$ cat config.mk
export PLATFORM = sky130hd
export DESIGN_NAME = ectmr_top
export DESIGN_NICKNAME = d
export VERILOG_FILES = /design/src/hw/ectmr_pkg.sv /design/src/hw/ectmr_prescale.sv /design/src/hw/ectmr_top.sv
export VERILOG_INCLUDE_DIRS = /design/src /design/src/hw
export SDC_FILE = /design/constraint.sdc
export NUM_CORES = 1
export LEC_CHECK = 0
export BUFFER_PORTS_ARGS = -buffer_cell sky130_fd_sc_hd__buf_2
export CAP_MARGIN = 20
export CORE_MARGIN = 4
export CORE_UTILIZATION = 30
export DETAILED_ROUTE_END_ITERATION = 10
export PLACE_DENSITY_LB_ADDON = 0.25
export SLEW_MARGIN = 0
export SYNTH_ARGS = -nofsm -noshare
export SYNTH_HDL_FRONTEND = slang
export SYNTH_SLANG_ARGS = --single-unit
$ cat constraint.sdc
create_clock -name clk_in -period 2.9 [get_ports clk_in]
set_clock_uncertainty 0.2 [all_clocks]
set_input_delay 0.145 -clock clk_in [delete_from_list [all_inputs] [get_ports clk_in]]
set_output_delay 0.145 -clock clk_in [all_outputs]
set_load 0.01 [all_outputs]
$ cat src/hw/ectmr_cfg.svh
// constants for the eight-bit counter/timer: offsets, fields, reset values
// How it works
// - control bit 7 starts or stops counter
// - bit 6 low: reload at terminal count
// - bit 6 high: stop at terminal count
// - terminal count sets timeout flag bit 5
// - writing one clears timeout; nothing else
// - bit 2 gates data-capture interrupt
// - bit 1 gates timeout interrupt
// - bit 0 routes counter output to pin
// - high-level count hold at offset 05H
// - low-level count hold at offset 04H
// - registers live in expanded bank 0Dh
// - first prescaled tick may be short
// - bits 4:3 pick clock divide 1/2/4/8
`ifndef ECTMR_CFG_SVH
`define ECTMR_CFG_SVH
// ==========================================================
// register map
`define ECTMR_BANK 4'hD
`define ECTMR_OFF_CONTROL 4'h0
`define ECTMR_OFF_LOW_HOLD 4'h4
`define ECTMR_OFF_HIGH_HOLD 4'h5
// ==========================================================
// control fields
`define ECTMR_BIT_RUN 7
`define ECTMR_BIT_SINGLE 6
`define ECTMR_BIT_TIMEOUT 5
`define ECTMR_BIT_CLK_HI 4
`define ECTMR_BIT_CLK_LO 3
`define ECTMR_BIT_CAP_MASK 2
`define ECTMR_BIT_TO_MASK 1
`define ECTMR_BIT_ROUTE 0
`define ECTMR_CONTROL_RST 8'h00
`define ECTMR_HOLD_RST 8'h00
`define ECTMR_COUNT_ONE 8'h01
`endif

$ cat src/hw/ectmr_pkg.sv
// types shared by the eight-bit counter/timer
package ectmr_pkg;
    typedef enum logic [1:0] {
        ECTMR_DIV1 = 2'b00,
        ECTMR_DIV2 = 2'b01,
        ECTMR_DIV4 = 2'b10,
        ECTMR_DIV8 = 2'b11
    } ectmr_div_t;
    typedef enum logic [1:0] {
        ECTMR_IDLE = 2'b00,
        ECTMR_LOAD = 2'b01,
        ECTMR_COUNT = 2'b10
    } ectmr_state_t;
endpackage

$ cat src/hw/ectmr_prescale.sv
// free-running prescaler producing a one-cycle tick at the selected rate
`timescale 1ns/1ps
`include "ectmr_cfg.svh"
module ectmr_prescale
    import ectmr_pkg::*;
#(
    parameter int DIV_WIDTH = 3
) (
    input wire logic clk_in,
    input wire logic rstn_in,
    input wire logic [1:0] sel_in,
    output logic tick_out
);
    initial begin
        if (DIV_WIDTH < 3) begin
            $error("prescaler needs at least three bits");
        end
    end
    logic [DIV_WIDTH-1:0] div_r;
    // ==========================================================
    // divider: never cleared on enable, so the first tick can land early
    always_ff @(posedge clk_in or negedge rstn_in) begin
        if (!rstn_in) begin
            div_r <= '0;
        end else begin
            div_r <= div_r + 1'b1;
        end
    end
    always_comb begin
        unique case (ectmr_div_t'(sel_in))
            ECTMR_DIV1: tick_out = 1'b1;
            ECTMR_DIV2: tick_out = div_r[0];
            ECTMR_DIV4: tick_out = &div_r[1:0];
            ECTMR_DIV8: tick_out = &div_r[2:0];
        endcase
    end
endmodule

$ cat src/hw/ectmr_top.sv
// eight-bit counter/timer with control and two hold registers
`timescale 1ns/1ps
`include "ectmr_cfg.svh"
module ectmr_top
    import ectmr_pkg::*;
#(
    parameter int COUNT_WIDTH = 8
) (
    input wire logic clk_in,
    input wire logic rstn_in,
    input wire logic [3:0] bank_sel_in,
    input wire logic [3:0] addr_in,
    input wire logic wr_in,
    input wire logic rd_in,
    input wire logic [7:0] wdata_in,
    output logic [7:0] rdata_out,
    input wire logic port_data_in,
    input wire logic capture_event_in,
    output logic counter_out_pin_out,
    output logic timeout_irq_out,
    output logic capture_irq_out,
    output logic [7:0] byte_counter_out
);
    initial begin
        if (COUNT_WIDTH != 8) begin
            $error("byte counter is eight bits wide");
        end
    end

    logic [7:0] timer8_control_r;
    logic [7:0] timer8_low_hold_r;
    logic [7:0] timer8_high_hold_r;
    logic [7:0] byte_counter_r;
    logic [7:0] byte_counter_nxt;
    logic out_level_r;
    logic use_high_r;
    logic timeout_irq_r;
    logic capture_irq_r;
    logic [7:0] rdata_r;
    ectmr_state_t state_r;
    ectmr_state_t state_nxt;
    logic tick;
    logic hit_tc;
    logic stop_pass;
    logic [7:0] reload_val;

    // ==========================================================
    // register decode
    function automatic logic sel(input logic [3:0] bank, input logic [3:0] a,
                                 input logic [3:0] off);
        sel = (bank == `ECTMR_BANK) && (a == off);
    endfunction

    wire logic wr_ctl = wr_in && sel(bank_sel_in, addr_in, `ECTMR_OFF_CONTROL);
    wire logic wr_lo = wr_in && sel(bank_sel_in, addr_in, `ECTMR_OFF_LOW_HOLD);
    wire logic wr_hi = wr_in && sel(bank_sel_in, addr_in, `ECTMR_OFF_HIGH_HOLD);
    wire logic run = timer8_control_r[`ECTMR_BIT_RUN];
    wire logic single = timer8_control_r[`ECTMR_BIT_SINGLE];
    wire logic route = timer8_control_r[`ECTMR_BIT_ROUTE];

    // ==========================================================
    // prescaler
    ectmr_prescale #(
        .DIV_WIDTH(3)
    ) u_prescale (
        .clk_in(clk_in),
        .rstn_in(rstn_in),
        .sel_in(timer8_control_r[`ECTMR_BIT_CLK_HI:`ECTMR_BIT_CLK_LO]),
        .tick_out(tick)
    );

    // ==========================================================
    // counter control
    // terminal count is a tick at zero; a count of zero would expire on the first tick
    // a cleared run bit stops the count at once, so no late terminal count slips out
    assign hit_tc = run && (state_r == ECTMR_COUNT) && tick && (byte_counter_r == 8'h00);
    assign stop_pass = hit_tc && single;
    // start loads low; in routed mode each terminal count loads the other hold value
    assign reload_val = (route && !use_high_r && (state_r == ECTMR_COUNT))
                        ? timer8_high_hold_r : timer8_low_hold_r;

    always_comb begin
        state_nxt = state_r;
        byte_counter_nxt = byte_counter_r;
        unique case (state_r)
            ECTMR_IDLE: begin
                if (run) begin
                    state_nxt = ECTMR_LOAD;
                end
            end
            ECTMR_LOAD: begin
                // restart always reloads, so no stale count survives a stop
                byte_counter_nxt = reload_val;
                state_nxt = ECTMR_COUNT;
            end
            ECTMR_COUNT: begin
                if (tick) begin
                    if (byte_counter_r != 8'h00) begin
                        byte_counter_nxt = byte_counter_r - 8'h01;
                    end else if (!single) begin
                        byte_counter_nxt = reload_val;
                    end
                    // single pass parks at zero without reloading
                end
                if (stop_pass) begin
                    state_nxt = ECTMR_IDLE;
                end
            end
            default: state_nxt = ECTMR_IDLE;
        endcase
        if (!run) begin
            state_nxt = ECTMR_IDLE;
            byte_counter_nxt = byte_counter_r;
        end
    end

    always_ff @(posedge clk_in or negedge rstn_in) begin
        if (!rstn_in) begin
            state_r <= ECTMR_IDLE;
            byte_counter_r <= 8'h00;
        end else begin
            state_r <= state_nxt;
            byte_counter_r <= byte_counter_nxt;
        end
    end

    // ==========================================================
    // output level and hold alternation
    always_ff @(posedge clk_in or negedge rstn_in) begin
        if (!rstn_in) begin
            out_level_r <= 1'b0;
            use_high_r <= 1'b0;
        end else if (state_r == ECTMR_IDLE) begin
            use_high_r <= 1'b0;
        end else if (hit_tc && route) begin
            out_level_r <= ~out_level_r;
            use_high_r <= ~use_high_r;
        end
    end

    // ==========================================================
    // control register; the run bit drops after a single pass
    always_ff @(posedge clk_in or negedge rstn_in) begin
        if (!rstn_in) begin
            timer8_control_r <= `ECTMR_CONTROL_RST;
        end else begin
            if (wr_ctl) begin
                timer8_control_r[7:6] <= wdata_in[7:6];
                timer8_control_r[4:0] <= wdata_in[4:0];
            end
            if (stop_pass && !(wr_ctl && wdata_in[`ECTMR_BIT_RUN])) begin
                timer8_control_r[`ECTMR_BIT_RUN] <= 1'b0;
            end
            // set beats a simultaneous write-one clear
            if (hit_tc) begin
                timer8_control_r[`ECTMR_BIT_TIMEOUT] <= 1'b1;
            end else if (wr_ctl && wdata_in[`ECTMR_BIT_TIMEOUT]) begin
                timer8_control_r[`ECTMR_BIT_TIMEOUT] <= 1'b0;
            end
        end
    end

    // ==========================================================
    // hold registers
    always_ff @(posedge clk_in or negedge rstn_in) begin
        if (!rstn_in) begin
            timer8_low_hold_r <= `ECTMR_HOLD_RST;
            timer8_high_hold_r <= `ECTMR_HOLD_RST;
        end else begin
            if (wr_lo) begin
                timer8_low_hold_r <= wdata_in;
            end
            if (wr_hi) begin
                timer8_high_hold_r <= wdata_in;
            end
        end
    end

    // ==========================================================
    // interrupt request pulses, gated by the control masks
    always_ff @(posedge clk_in or negedge rstn_in) begin
        if (!rstn_in) begin
            timeout_irq_r <= 1'b0;
            capture_irq_r <= 1'b0;
        end else begin
            timeout_irq_r <= hit_tc && timer8_control_r[`ECTMR_BIT_TO_MASK];
            capture_irq_r <= capture_event_in
                             && timer8_control_r[`ECTMR_BIT_CAP_MASK];
        end
    end

    // ==========================================================
    // read port, registered
    always_ff @(posedge clk_in or negedge rstn_in) begin
        if (!rstn_in) begin
            rdata_r <= 8'h00;
        end else if (rd_in) begin
            if (sel(bank_sel_in, addr_in, `ECTMR_OFF_CONTROL)) begin
                rdata_r <= timer8_control_r;
            end else if (sel(bank_sel_in, addr_in, `ECTMR_OFF_LOW_HOLD)) begin
                rdata_r <= timer8_low_hold_r;
            end else if (sel(bank_sel_in, addr_in, `ECTMR_OFF_HIGH_HOLD)) begin
                rdata_r <= timer8_high_hold_r;
            end else begin
                rdata_r <= 8'h00;
            end
        end
    end

    assign rdata_out = rdata_r;
    assign timeout_irq_out = timeout_irq_r;
    assign capture_irq_out = capture_irq_r;
    assign byte_counter_out = byte_counter_r;
    // pin mux is combinational; the routed level is registered, port data passes straight through
    assign counter_out_pin_out = route ? out_level_r : port_data_in;
endmodule

# Yosys cells after proc, flatten, opt, wreduce, memory -nomap -nowiden
# Index checks and enable logic that the tools add are counted.
# Widths: inputs -> output; s select.
[totals]
regBits = 49
inputBits = 22
elab_cells = 81
[classes]
n_addsub = 2
eq_ne = 11
n_mux = 19
bitwise_logic = 3
n_reduce_logical = 33
[op_table]
columns = ["cell", "n"]
rows = [
  ["$mux 8", 7],
  ["$logic_and 1x1->1", 18],
  ["$pmux 8 s2", 1],
  ["$eq 4x3->1 const B", 2],
  ["$logic_not 8->1", 1],
  ["$reduce_bool 2->1", 4],
  ["$reduce_bool 8->1", 1],
  ["$sub 8x1->8 const B", 1],
  ["$eq 2x2->1 const B", 3],
  ["$mux 1", 6],
  ["$mux 2", 3],
  ["$pmux 2 s3", 1],
  ["$eq 2x1->1 const B", 2],
  ["$eq 4x4->1 const B", 1],
  ["$logic_not 2->1", 2],
  ["$logic_not 4->1", 1],
  ["$pmux 1 s4", 1],
  ["$reduce_and 2->1", 2],
  ["$reduce_and 4->1", 1],
  ["$add 3x1->3 const B", 1],
  ["$ne 3x2->1 const B", 1],
  ["$ne 3x3->1 const B", 1],
  ["$not 1->1", 3],
  ["$reduce_and 3->1", 1],
  ["other kinds (2)", 3],
]

# Logic depth before layout (Yosys ltp)
# Gate-level depths: netlist of run 1.
[depth]
ltp_word = 8
depth_mapped = 8
depth_no_buf = 7

# By module
# From an unflattened synthesis of run 1, not the netlist that was laid out.
[unflattened]
cells_unflattened = 218
hier_area_um2 = 2492.4
[by_module_without_submodules]
columns = ["module", "n_inst", "cells_each", "area_per_inst_um2", "seq_area_each_um2"]
rows = [
  ["ectmr_top", 1, 209, 2367.3, 1151.1],
  ["ectmr_prescale", 1, 9, 125.1, 75.1],
]

# Worst setup path after synthesis of run 1
# OpenSTA, ideal clock, no wires.
[synth_path]
path_type = "register to register"
startpoint = "reg u_prescale.div_r[0]"
endpoint = "reg byte_counter_r[1], in the netlist byte_counter_out[1]"
setup_time_ns = 0.125
arrival_time_ns = 1.845
required_ns = 2.575
path_slack_ns = 0.729
stages_incl_launch_ff = 7
synth_period_minus_slack_ns = 2.171
path_cell_list = "dfrtp_1 -> ha_1 -> ha_1 -> mux2i_1 -> a2111oi_4 -> a2bb2oi_4 -> mux2_4"
[synth_between]
elab_chain_cells = 4
elab_cells_between_ends = 5
cone_classes = "1 x eq/ne; 1 x mux; 3 x reduce/logical"
[synth_rtl]
columns = ["element", "line_no", "source"]
rows = [
  ["from (decl)", "ectmr_prescale.sv:19", "logic [DIV_WIDTH-1:0] div_r;"],
  ["from (signal assigned)", "ectmr_prescale.sv:26", "div_r <= div_r + 1'b1;"],
  ["$reduce_and 3->1 or $reduce_and 2->1 (tied branches)", "ectmr_prescale.sv:34, ectmr_prescale.sv:33", ""],
  ["$pmux 1 s4 (*)", "ectmr_prescale.sv:30", "unique case (ectmr_div_t'(sel_in))"],
  ["$ne 2x2->1 (no source line) (*)", "--", ""],
  ["$reduce_and 4->1 (no source line) (*)", "--", ""],
  ["to (signal assigned)", "ectmr_top.sv:123", "byte_counter_r <= byte_counter_nxt;"],
  ["to (decl)", "ectmr_top.sv:33", "logic [7:0] byte_counter_r;"],
]
# Every way passes the cells marked *; elsewhere a longest branch is shown, timed or not.
# A chain may end at the register's enable or synchronous reset.

# Worst setup path in the final report of run 1
[layout_path]
startpoint = "reg byte_counter_r[0], in the netlist byte_counter_out[0]"
endpoint = "reg byte_counter_r[1], in the netlist byte_counter_out[1]"
[layout_between]
elab_chain_cells = 4
elab_cells_between_ends = 7
cone_classes = "1 x add/sub; 1 x eq/ne; 3 x mux; 2 x reduce/logical"
[layout_rtl]
columns = ["element", "line_no", "source"]
rows = [
  ["$sub 8x1->8 or $reduce_bool 8->1 (tied branches)", "ectmr_top.sv:99, ectmr_top.sv:98", ""],
  ["$mux 8", "ectmr_top.sv:98", "if (byte_counter_r != 8'h00) begin"],
  ["$mux 8", "ectmr_top.sv:97", "if (tick) begin"],
  ["$pmux 8 s2", "ectmr_top.sv:85", "unique case (state_r)"],
]
# Parallel ways exist; a longest one is shown, timed or not. The select of a mux whose other input is x is not followed.

==> flow_summary.yaml, run 1 <==
sta:
  final_hold_viol_count: 0
  timing.final.ws_setup_ps: 468
  tightest_slew_ps: 583
  slew_violations: 0
  max_freq_mhz: 411
  setup_violations: 0
  setup_tns_ps: 0
  slew_headroom_pct: 61.2
  holdWs_ps: 42.5
  finalCritPeriodShare_pct: 83.9
  grt_setup_unrepaired: "no"
  post-route-min-period_ps: 2430
synth:
  netlist_instances: 235
  synth_most_common_cell: "dfrtp_1"
  synthTopCellsByArea: "dfrtp_1 49%, mux2_2 11%, o22ai_1 4.5%, a21oi_1 3.2%, nor2_1 2.7%"
  avgSynthCellArea_um2: 10.6
  ys_seq_area_share_pct: 49.4
  synth-compound-area-share_pct: 16.3
  synth_flop_cell: "dfrtp_1"
  yosysWarnings: 0
  synthXorXnorAreaFrac_pct: 0.706
  synth_fa_ha_area_share_pct: 2.02
  synth_top_family_by_area: "compound AO/OA/AOI/OAI gates"
  ys_ff_latch: 49
  synth_fp_nets: 261
  synth_area_leader_cell: "dfrtp_1"
  synthSimpleGateAreaFrac_pct: 14.2
  synth_top_area_share_pct: 49.4
  synthMuxAreaShare_pct: 13.9
  post_synth_instance_area_um2: 2480
  synthTopCellsByCount: "49 x dfrtp_1, 24 x mux2_2, 18 x nor2_1, 18 x o22ai_1, 16 x a21oi_1"
  synthDistinctLibCells: 44
  async_reset_ff_share_pct: 100
  synth_edf_count: 0
clocking:
  clk_latency_ps: 300
  cts_sinks: 49
  cts_tree: "yes"
  clkTransAtPathRegs_ps: 90
  h-tree-depth: 2
  cts_made_buffers: 5
  clock_path_buffers: 2
  root_buffer: "clkbuf_8"
cells_and_area:
  drive_gt1_share_pct: 28.5
  nFillCells: 787
  nNetsFinal: 313
  final_area_um2: 3030
  multiInputGateArea_um2: 1170
  antenna_cells: 0
  ff_latch_area_um2: 1230
  area_delta_synth_final_pct: 22.0
floorplan:
  die_w_um: 99.0
  dieArea_um2: 9790
  boundaryPins: 41
  core_um2: 7890
  die_h_um: 99.0
  start_util_pct: 31.5
  num_rows: 32
global_route:
  grt_overflow: 0
  antenna_found_initial: 0
  grt_pass1_wl_um: 10400
  grt_max_degree: 41
  grt_use_total_pct: 13.4
  grt_pass1_vias: 2041
critical_path:
  endpoint_kind: "register"
  worstPathArrival_ps: 2430
  path_max_fanout: 8
  startpoint_type: "register"
  cp.required_ps: 2900
  worst-setup-path-type: "reg -> reg"
placement:
  dp_slack_ps: 480
  routabilityCongestion: 0.846
  place.detailed.hpwl_um: 4750
  placed_area_um2: 2800
  port_buffers: 40
status:
  status: "finished, final reports clean"
route:
  drt_pass1_iterations: 4
  viasPerCell: 5.12
  routed_wirelength_um: 6370
  first_iter_violations: 108
  drc: 0
  postRouteAntennaNets: 0
  vias: 1996
  drt-wirelength-per-cell_um: 16.3
pwr:
  total_power_mw: 1.40
  peakVddDrop_v: 0.000271
  p_leak_nw: 1.39
  power.density_nw_per_um2: 463
job:
  drv_cap: 0
hold_path:
  hold_path_class: "in -> async"
[state kept, by name, indices dropped and copies added (netlist names)]
| signal | flops |
|---|---|
| use_high_r | 1 |
| capture_irq_out | 1 |
| rdata_out | 8 |
| u_prescale.div_r | 3 |
| timer8_low_hold_r | 8 |
| timer8_control_r | 8 |
| state_r | 2 |
| timeout_irq_out | 1 |
| out_level_r | 1 |
| byte_counter_out | 8 |
| timer8_high_hold_r | 8 |
[final cells by class]
type                    instances  share of cell area, %
clock inverters                 1                  0.992
repair buffers                 52                   10.9
multi-input cells             164                   38.7
clock buffers                   7                   2.85
inverters                      15                   1.86
flip-flops and latches         49                   40.5
well taps                     102                   4.21
[final timing paths]
kind / start / end / slack [ps] / cells after the start
max reg2reg: byte_counter_out[0]$_DFFE_PN0P_ / byte_counter_out[1]$_DFFE_PN0P_ / 470 / 7
min in group clk_in: addr_in[0] / rdata_out[6]$_DFFE_PN0P_ / 130 / 4
min: rstn_in / byte_counter_out[0]$_DFFE_PN0P_ / 40 / 2
max in group asynchronous: rstn_in / u_prescale.div_r[1]$_DFF_PN0_ / 1960 / 3
min reg2reg: u_prescale.div_r[0]$_DFF_PN0_ / u_prescale.div_r[0]$_DFF_PN0_ / 260 / 1
max: byte_counter_out[0]$_DFFE_PN0P_ / byte_counter_out[1]$_DFFE_PN0P_ / 470 / 7
[kinds of logic after synthesis]
logic type,after synthesis
buffers and inverters,22
muxes,31
AOI/OAI and AO/OA,59
adders and majority gates,4
xor gates and xnor gates,2
and+or+nand+nor,68
DFF,49
[cells in the final DEF (no fill, tap or decap), types with 2 or more instances in the layout]
cell type,count
dlygate4sd3_1,11
and2_1,4
nand2_1,12
a21oi_1,16
or4_1,2
nor2_2,3
ha_1,4
dfrtp_1,49
nand3_1,9
nor2_1,18
o21ai_0,11
nand2b_1,2
clkbuf_8,6
buf_2,40
mux2_2,24
nor3_1,6
inv_1,15
a2bb2oi_1,3
o22ai_1,18
mux2i_1,6
nand4_1,3
[critical path, cell delays in order (launching register included)]
cell and delay, ps:
dfrtp_1 460, inv_1 130, ha_1 180, nor4b_2 340
and2_1 410, nor2_1 200, mux2i_1 150, mux2_4 260
[layer usage]
| metal | wire length, um | vias to the layer above | track usage (%) |
|---|---|---|---|
| met3 | 239 | 9 | 2.62 |
| met1 | 3020 | 971 | 17.9 |
| met4 | 152 | 0 | 5.36 |
| li1 | - | 965 | - |
| met5 | 0 | - | 0 |
| met2 | 2960 | 51 | 21.4 |
[where the power goes]
part	total (mW)	internal, mW	switching (mW)
Combinational	0.166	0.0717	0.0940
Clock	0.505	0.281	0.224
Sequential	0.732	0.704	0.0279
[stage by stage]
stage                     util, %  cells
after global placement       35.3    370
after floorplan                 -    235
after CTS                    38.4    390
after detailed placement     35.5    371
after global routing         38.4    390
final                        38.4    390
[timing repair]
action | CTS | global route
setup buffers | 0 | 0
resized for setup | 0 | 0
endpoints found under the hold margin | 82 | 0
hold buffers | 11 | 0
Power figures use the tool's default switching activity.
==> inputs of run 2 (changes only) <==
ABC_AREA = 1   (was default)
clock period = 2.4 ns   (was 2.9 ns; I/O delays follow)
==> run 2 against run 1 <==
Total power rose by 70%. Final cell count is 26% higher. Sequential share of layout area fell by 1.6 points. Routed wire length increased by 0.82%. Clock-buffer cell count did not move.
==> flow_summary.yaml, run 2 <==
critical_path:
  path_max_fanout: 10
  startpoint_type: "register"
  worstPathArrival_ps: 1930
  r2r_slack_ps: 470
  reg2reg_from: "u_prescale.div_r[0]$_DFF_PN0_"
  worstSetupStartpoint: "u_prescale.div_r[0]$_DFF_PN0_"
  endpoint_kind: "register"
  worst-setup-path-type: "reg -> reg"
  cp.required_ps: 2390
synth:
  synthTopCellsByCount: "108 x nand2_1, 49 x dfrtp_1, 43 x nand3_1, 38 x inv_1"
  async_reset_ff_share_pct: 100
  avgSynthCellArea_um2: 8.01
  synth_flop_cell: "dfrtp_1"
  synth_fp_nets: 357
  synth_edf_count: 0
  yosysWarnings: 0
  synth_most_common_cell: "nand2_1"
  ys_seq_area_share_pct: 46.3
  synth_area_leader_cell: "dfrtp_1"
  netlist_instances: 331
  synth_top_area_share_pct: 46.3
  post_synth_instance_area_um2: 2650
  synthTopCellsByArea: "dfrtp_1 46%, nand2_1 15%, nand3_1 8.1%, inv_1 5.4%, o21ai_2 5.0%"
  ys_ff_latch: 49
  synthDistinctLibCells: 29
pwr:
  power.density_nw_per_um2: 755
  power.switching_mw: 0.921
  p_int_mw: 1.46
  p_leak_nw: 1.62
  p_clk_share_pct: 20.9
  seqPwrFrac_pct: 44.0
  peakVddDrop_v: 0.000212
  sw_frac_of_total_pct: 38.7
  combPwrFrac_pct: 35.2
global_route:
  antenna_found_initial: 0
  grt_overflow: 0
  grt_max_degree: 38
  grt_use_total_pct: 13.5
  grt_pass1_wl_um: 11100
  grt_pass1_vias: 2179
floorplan:
  core_um2: 8680
  num_rows: 34
  die_h_um: 102
  dieArea_um2: 10400
  boundaryPins: 41
  start_util_pct: 30.5
  die_w_um: 102
cells_and_area:
  area_delta_synth_final_pct: 19.0
  layout_commonest_cell: "nand2_1"
  nNetsFinal: 411
  drive_gt1_share_pct: 22.6
  mostFrequentLayoutCells: "108 x nand2_1, 49 x dfrtp_1, 43 x nand3_1, 40 x buf_2, 38 x inv_1"
  final_cells: 493
  final_area_um2: 3150
  antenna_cells: 0
sta:
  slew_violations: 0
  setup_violations: 0
  tightest_slew_ps: 853
  final_hold_viol_count: 0
  slew_headroom_pct: 43.1
  max_freq_mhz: 517
  post-route-min-period_ps: 1930
  grt_setup_unrepaired: "no"
  setup_tns_ps: 0
  finalCritPeriodShare_pct: 80.6
route:
  postRouteAntennaNets: 0
  first_iter_violations: 96
  drt_pass1_iterations: 4
  drt-wirelength-per-cell_um: 13.0
  routed_wirelength_um: 6420
  viasPerCell: 4.61
  vias: 2273
  drc: 0
clocking:
  post_cts_buffers: 0
  clkTransAtPathRegs_ps: 80
  clock_path_buffers: 2
  clk_latency_ps: 300
  cts_sinks: 49
  cts_tree: "yes"
  cts_made_buffers: 5
  root_buffer: "clkbuf_8"
  cts_resized: 0
  h-tree-depth: 2
placement:
  placed_area_um2: 2960
  routabilityCongestion: 0.865
  place.detailed.hpwl_um: 4900
  port_buffers: 40
  dp_cells: 475
hold_path:
  hold_path_class: "in -> reg"
  holdCritStartpoint: "addr_in[3]"
job:
  drv_cap: 0
status:
  status: "finished, final reports clean"
## run 2: cell types whose count changed after synthesis, moves of 5 or more
cell,delta
o21ai_1,+5
nor3_1,-6
a21oi_1,-16
o21ai_2,+15
o22ai_1,-18
nand3_1,+34
mux2_2,-24
mux2i_1,-6
nand2_2,+7
inv_1,+23
nand2_1,+96
## run 2: through the flow
step	hold slack [ps]	setup WS [ps]	util, %	total power [mW]
2_1_floorplan	-376	718	-	1.62
3_3_place_gp	84.8	430	34.1	1.90
3_5_place_dp	93.5	456	34.1	1.90
4_1_cts	32.8	420	36.3	2.42
5_1_grt	38.9	295	36.3	2.60
6_report	35.2	466	36.3	2.38
## run 2: final timing paths
path / end / cells after the start
min in group asynchronous: rdata_out[5]$_DFFE_PN0P_ / 2
max: byte_counter_out[3]$_DFFE_PN0P_ / 10
min: rdata_out[3]$_DFFE_PN0P_ / 5
max in group asynchronous: timer8_low_hold_r[7]$_DFFE_PN0P_ / 3
min reg2reg: u_prescale.div_r[0]$_DFF_PN0_ / 1
max reg2reg: byte_counter_out[3]$_DFFE_PN0P_ / 10
## run 2: power groups by stage
stage | combinational (mW) | clock (mW) | sequential (mW)
finish | 0.838 | 0.497 | 1.05
global route | 0.972 | 0.561 | 1.07
CTS | 0.856 | 0.518 | 1.05
detailed placement | 0.834 | 0 | 1.06
global placement | 0.838 | 0 | 1.06
floorplan | 0.551 | 0 | 1.07
## run 2: kinds of logic after synthesis
kind of cell / after synthesis / synth area share, %
XOR/XNOR: 4 / 1.32
AO/OA/AOI/OAI: 36 / 9.63
AND/OR/NAND/NOR: 188 / 32.6
adder cells (fa/ha/maj): 4 / 1.89
buffers and inverters: 50 / 8.26
flip-flops: 49 / 46.3
## run 2: worst max-delay path, cell delays in order, from the launching register on
cell     delay [ps]
dfrtp_1         390
ha_1            220
ha_1            190
nand2_1          60
nand3_1          70
nand3_1         150
nand2_1         130
nand2_2         190
inv_2           100
nand3_1          90
nand2_1          50
## run 2: cell type report
type,instances,area [um^2]
Multi-Input combinational cell,232,1200
Timing Repair Buffer,55,340
Inverter,42,160
Clock buffer,7,86.3
Fill cell,941,5530
Sequential cell,49,1230
Tap cell,108,135
## run 2: layer usage
layer,part of all wire [%],vias to the layer above,GRT usage (%)
met2,47,40,21.3
met4,1.2,0,3.73
met3,3.3,5,2.32
li1,-,1166,-
met1,49,1062,19.2
met5,0,-,0
## run 2: what timing repair did
item,in CTS,in global routing
hold buffers,11,0
endpoints found under the setup margin,0,0
endpoints found under the hold margin,68,0
==> inputs of run 3 (changes only) <==
clock period = 1.7 ns   (was 2.4 ns; I/O delays follow)
==> run 3 against run 2 <==
Via count increased by 4.4%. First-iteration DRC count increased by 34%. Register-to-register slack got worse by 410 ps. Clock-buffer cell count decreased by 1. Routed wire length increased by 5.8%. Worst hold slack got worse by 2.7 ps. Final area increased by 9.5%. Combinational power increased by 110%. Largest power group is now combinational cells. Highest routed layer unchanged.
==> flow_summary.yaml, run 3 (synthesized netlist as in run 2, its figures left out) <==
clocking:
  cts_made_buffers: 5
  clk_latency_ps: 300
  h-tree-depth: 2
  cts_sinks: 49
  clock_path_buffers: 2
  cts_tree: "yes"
  clkTransAtPathRegs_ps: 90
  root_buffer: "clkbuf_8"
cells_and_area:
  nNetsFinal: 433
  ff_latch_area_um2: 1230
  multiInputGateArea_um2: 1310
  mostFrequentLayoutCells: "104 x nand2_1, 49 x dfrtp_1, 40 x buf_2, 39 x nand3_1, 37 x inv_1"
  drive_gt1_share_pct: 30.6
  fin_util_pct: 39.8
  final_cells: 516
  area_delta_synth_final_pct: 30.3
  nFillCells: 926
  antenna_cells: 0
  layout_commonest_cell: "nand2_1"
pwr:
  power.switching_mw: 1.49
  p_clk_share_pct: 17.6
  total_power_mw: 3.87
  p_leak_nw: 1.76
  seqPwrFrac_pct: 36.9
  peakVddDrop_v: 0.000385
  combPwrFrac_pct: 45.4
  power.density_nw_per_um2: 1120
  sw_frac_of_total_pct: 38.5
  p_int_mw: 2.38
critical_path:
  worstPathArrival_ps: 1640
  worst-setup-path-type: "reg -> reg"
  path_cells: "inv_2 > ha_1 > nand2_2 > o21ai_2 > buf_12 > buf_4 > nand2_1 > nand2_1 > o21ai_1"
  r2r_end: "byte_counter_out[1]$_DFFE_PN0P_"
  cp.required_ps: 1690
  worstRegToRegCells: 9
  cpPeakStageDelay_ps: 410
  startpoint_type: "register"
  endpoint_kind: "register"
  path_buf_inv: 3
  cp_top_family: "flip-flops"
  path_max_fanout: 9
  cp_slowest_cell: "dfrtp_1"
  r2r_slack_ps: 60
  reg2reg_from: "byte_counter_out[0]$_DFFE_PN0P_"
  cpMostUsedCell: "nand2_1"
job:
  drv_cap: 0
placement:
  place.detailed.hpwl_um: 5050
  routabilityCongestion: 0.792
  dp_cells: 493
  port_buffers: 40
sta:
  max_freq_mhz: 609
  finalCritPeriodShare_pct: 96.6
  slew_violations: 0
  post-route-min-period_ps: 1640
  slew_headroom_pct: 76.9
  setup_tns_ps: 0
  grt_setup_unrepaired: "yes"
  final_hold_viol_count: 0
  setup_violations: 0
  holdWs_ps: 32.5
  tightest_slew_ps: 347
route:
  viasPerCell: 4.60
  wl_met3_um: 332
  top_layer_used: "met4"
  wl_met1_um: 3150
  routed_wirelength_um: 6790
  first_iter_violations: 129
  drt-wirelength-per-cell_um: 13.2
  met2_length_um: 3240
  postRouteAntennaNets: 0
  drt_pass1_iterations: 4
  drc: 0
  vias: 2374
hold_path:
  holdCritStartpoint: "addr_in[3]"
  hold_depth: 4
  hold_path_class: "in -> reg"
  hold_path_end: "timer8_control_r[2]$_DFFE_PN0N_"
global_route:
  grt_pass1_wl_um: 11200
  grt_use_total_pct: 13.7
  grt_max_degree: 50
  grt_pass1_vias: 2239
  antenna_found_initial: 0
  grt_overflow: 0
floorplan:
  die_w_um: 102
  die_h_um: 102
  num_rows: 34
  dieArea_um2: 10400
  core_um2: 8680
  boundaryPins: 41
  start_util_pct: 30.5
status:
  status: "finished, final reports clean"
-- run 3: cell types whose count changed in the layout (fill, tap and decap cells not counted), moves of 3 or more --
cell,delta
ha_1,-3
nand3_1,-4
nand2_4,+3
nand3_2,+3
nor2_1,-3
nand2_1,-4
nor2_4,+3
buf_4,+19
-- run 3: worst max path at each step --
stage / from / end / slack, ps / depth (start not counted)
floorplan: u_prescale.div_r[0]$_DFF_PN0_ / byte_counter_out[3]$_DFFE_PN0P_ / 20 / 10
finish: byte_counter_out[0]$_DFFE_PN0P_ / byte_counter_out[1]$_DFFE_PN0P_ / 60 / 9
detailed placement: u_prescale.div_r[0]$_DFF_PN0_ / byte_counter_out[3]$_DFFE_PN0P_ / -70 / 10
global placement: u_prescale.div_r[0]$_DFF_PN0_ / byte_counter_out[2]$_DFFE_PN0P_ / -10 / 10
CTS: u_prescale.div_r[0]$_DFF_PN0_ / byte_counter_out[5]$_DFFE_PN0P_ / 10 / 10
global route: u_prescale.div_r[0]$_DFF_PN0_ / byte_counter_out[5]$_DFFE_PN0P_ / -20 / 10
-- run 3: area by class of cell --
type	count	share of cell area, %
Multi-Input combinational cell	232	37.9
Sequential cell	49	35.5
Timing Repair Buffer	77	15.5
Inverter	42	4.86
Tap cell	108	3.91
Clock buffer	6	2.10
Clock inverter	2	0.290
-- run 3: metal layers --
| metal | vias up | GRT usage [%] |
|---|---|---|
| met4 | 0 | 3.03 |
| met1 | 1114 | 19.6 |
| li1 | 1211 | - |
| met2 | 43 | 21.9 |
| met5 | - | 0 |
| met3 | 6 | 2.32 |
-- run 3: power groups by stage --
stage          clock, mW  combinational (mW)  sequential, mW
6_report           0.682                1.76            1.43
5_1_grt            0.758                1.97            1.45
4_1_cts            0.703                1.62            1.42
3_5_place_dp           0                1.56            1.44
3_3_place_gp           0                1.55            1.44
2_1_floorplan          0               0.778            1.51
-- run 3: what timing repair did --
item                                   in CTS  in global routing
setup endpoints to repair                   8                 14
pin swaps                                   1                 16
hold buffers                               11                  0
endpoints found under the hold margin      82                  0
buffers inserted                            1                  3
gates resized for setup                     5                 24
-- run 3: metrics by stage --
step / worst slack (ps) / instance area, um^2
floorplan: 17.9 / 2650
global placement: -14.4 / 3120
detailed placement: -74.1 / 3120
CTS: 12.8 / 3330
global route: -20.8 / 3450
finish: 57.2 / 3450
-- run 3: worst register-to-register path, stage by stage (launching register included) --
cell,delay (ps)
dfrtp_1,410
inv_2,70
ha_1,150
nand2_2,80
o21ai_2,160
buf_12,150
buf_4,110
nand2_1,70
nand2_1,70
o21ai_1,60
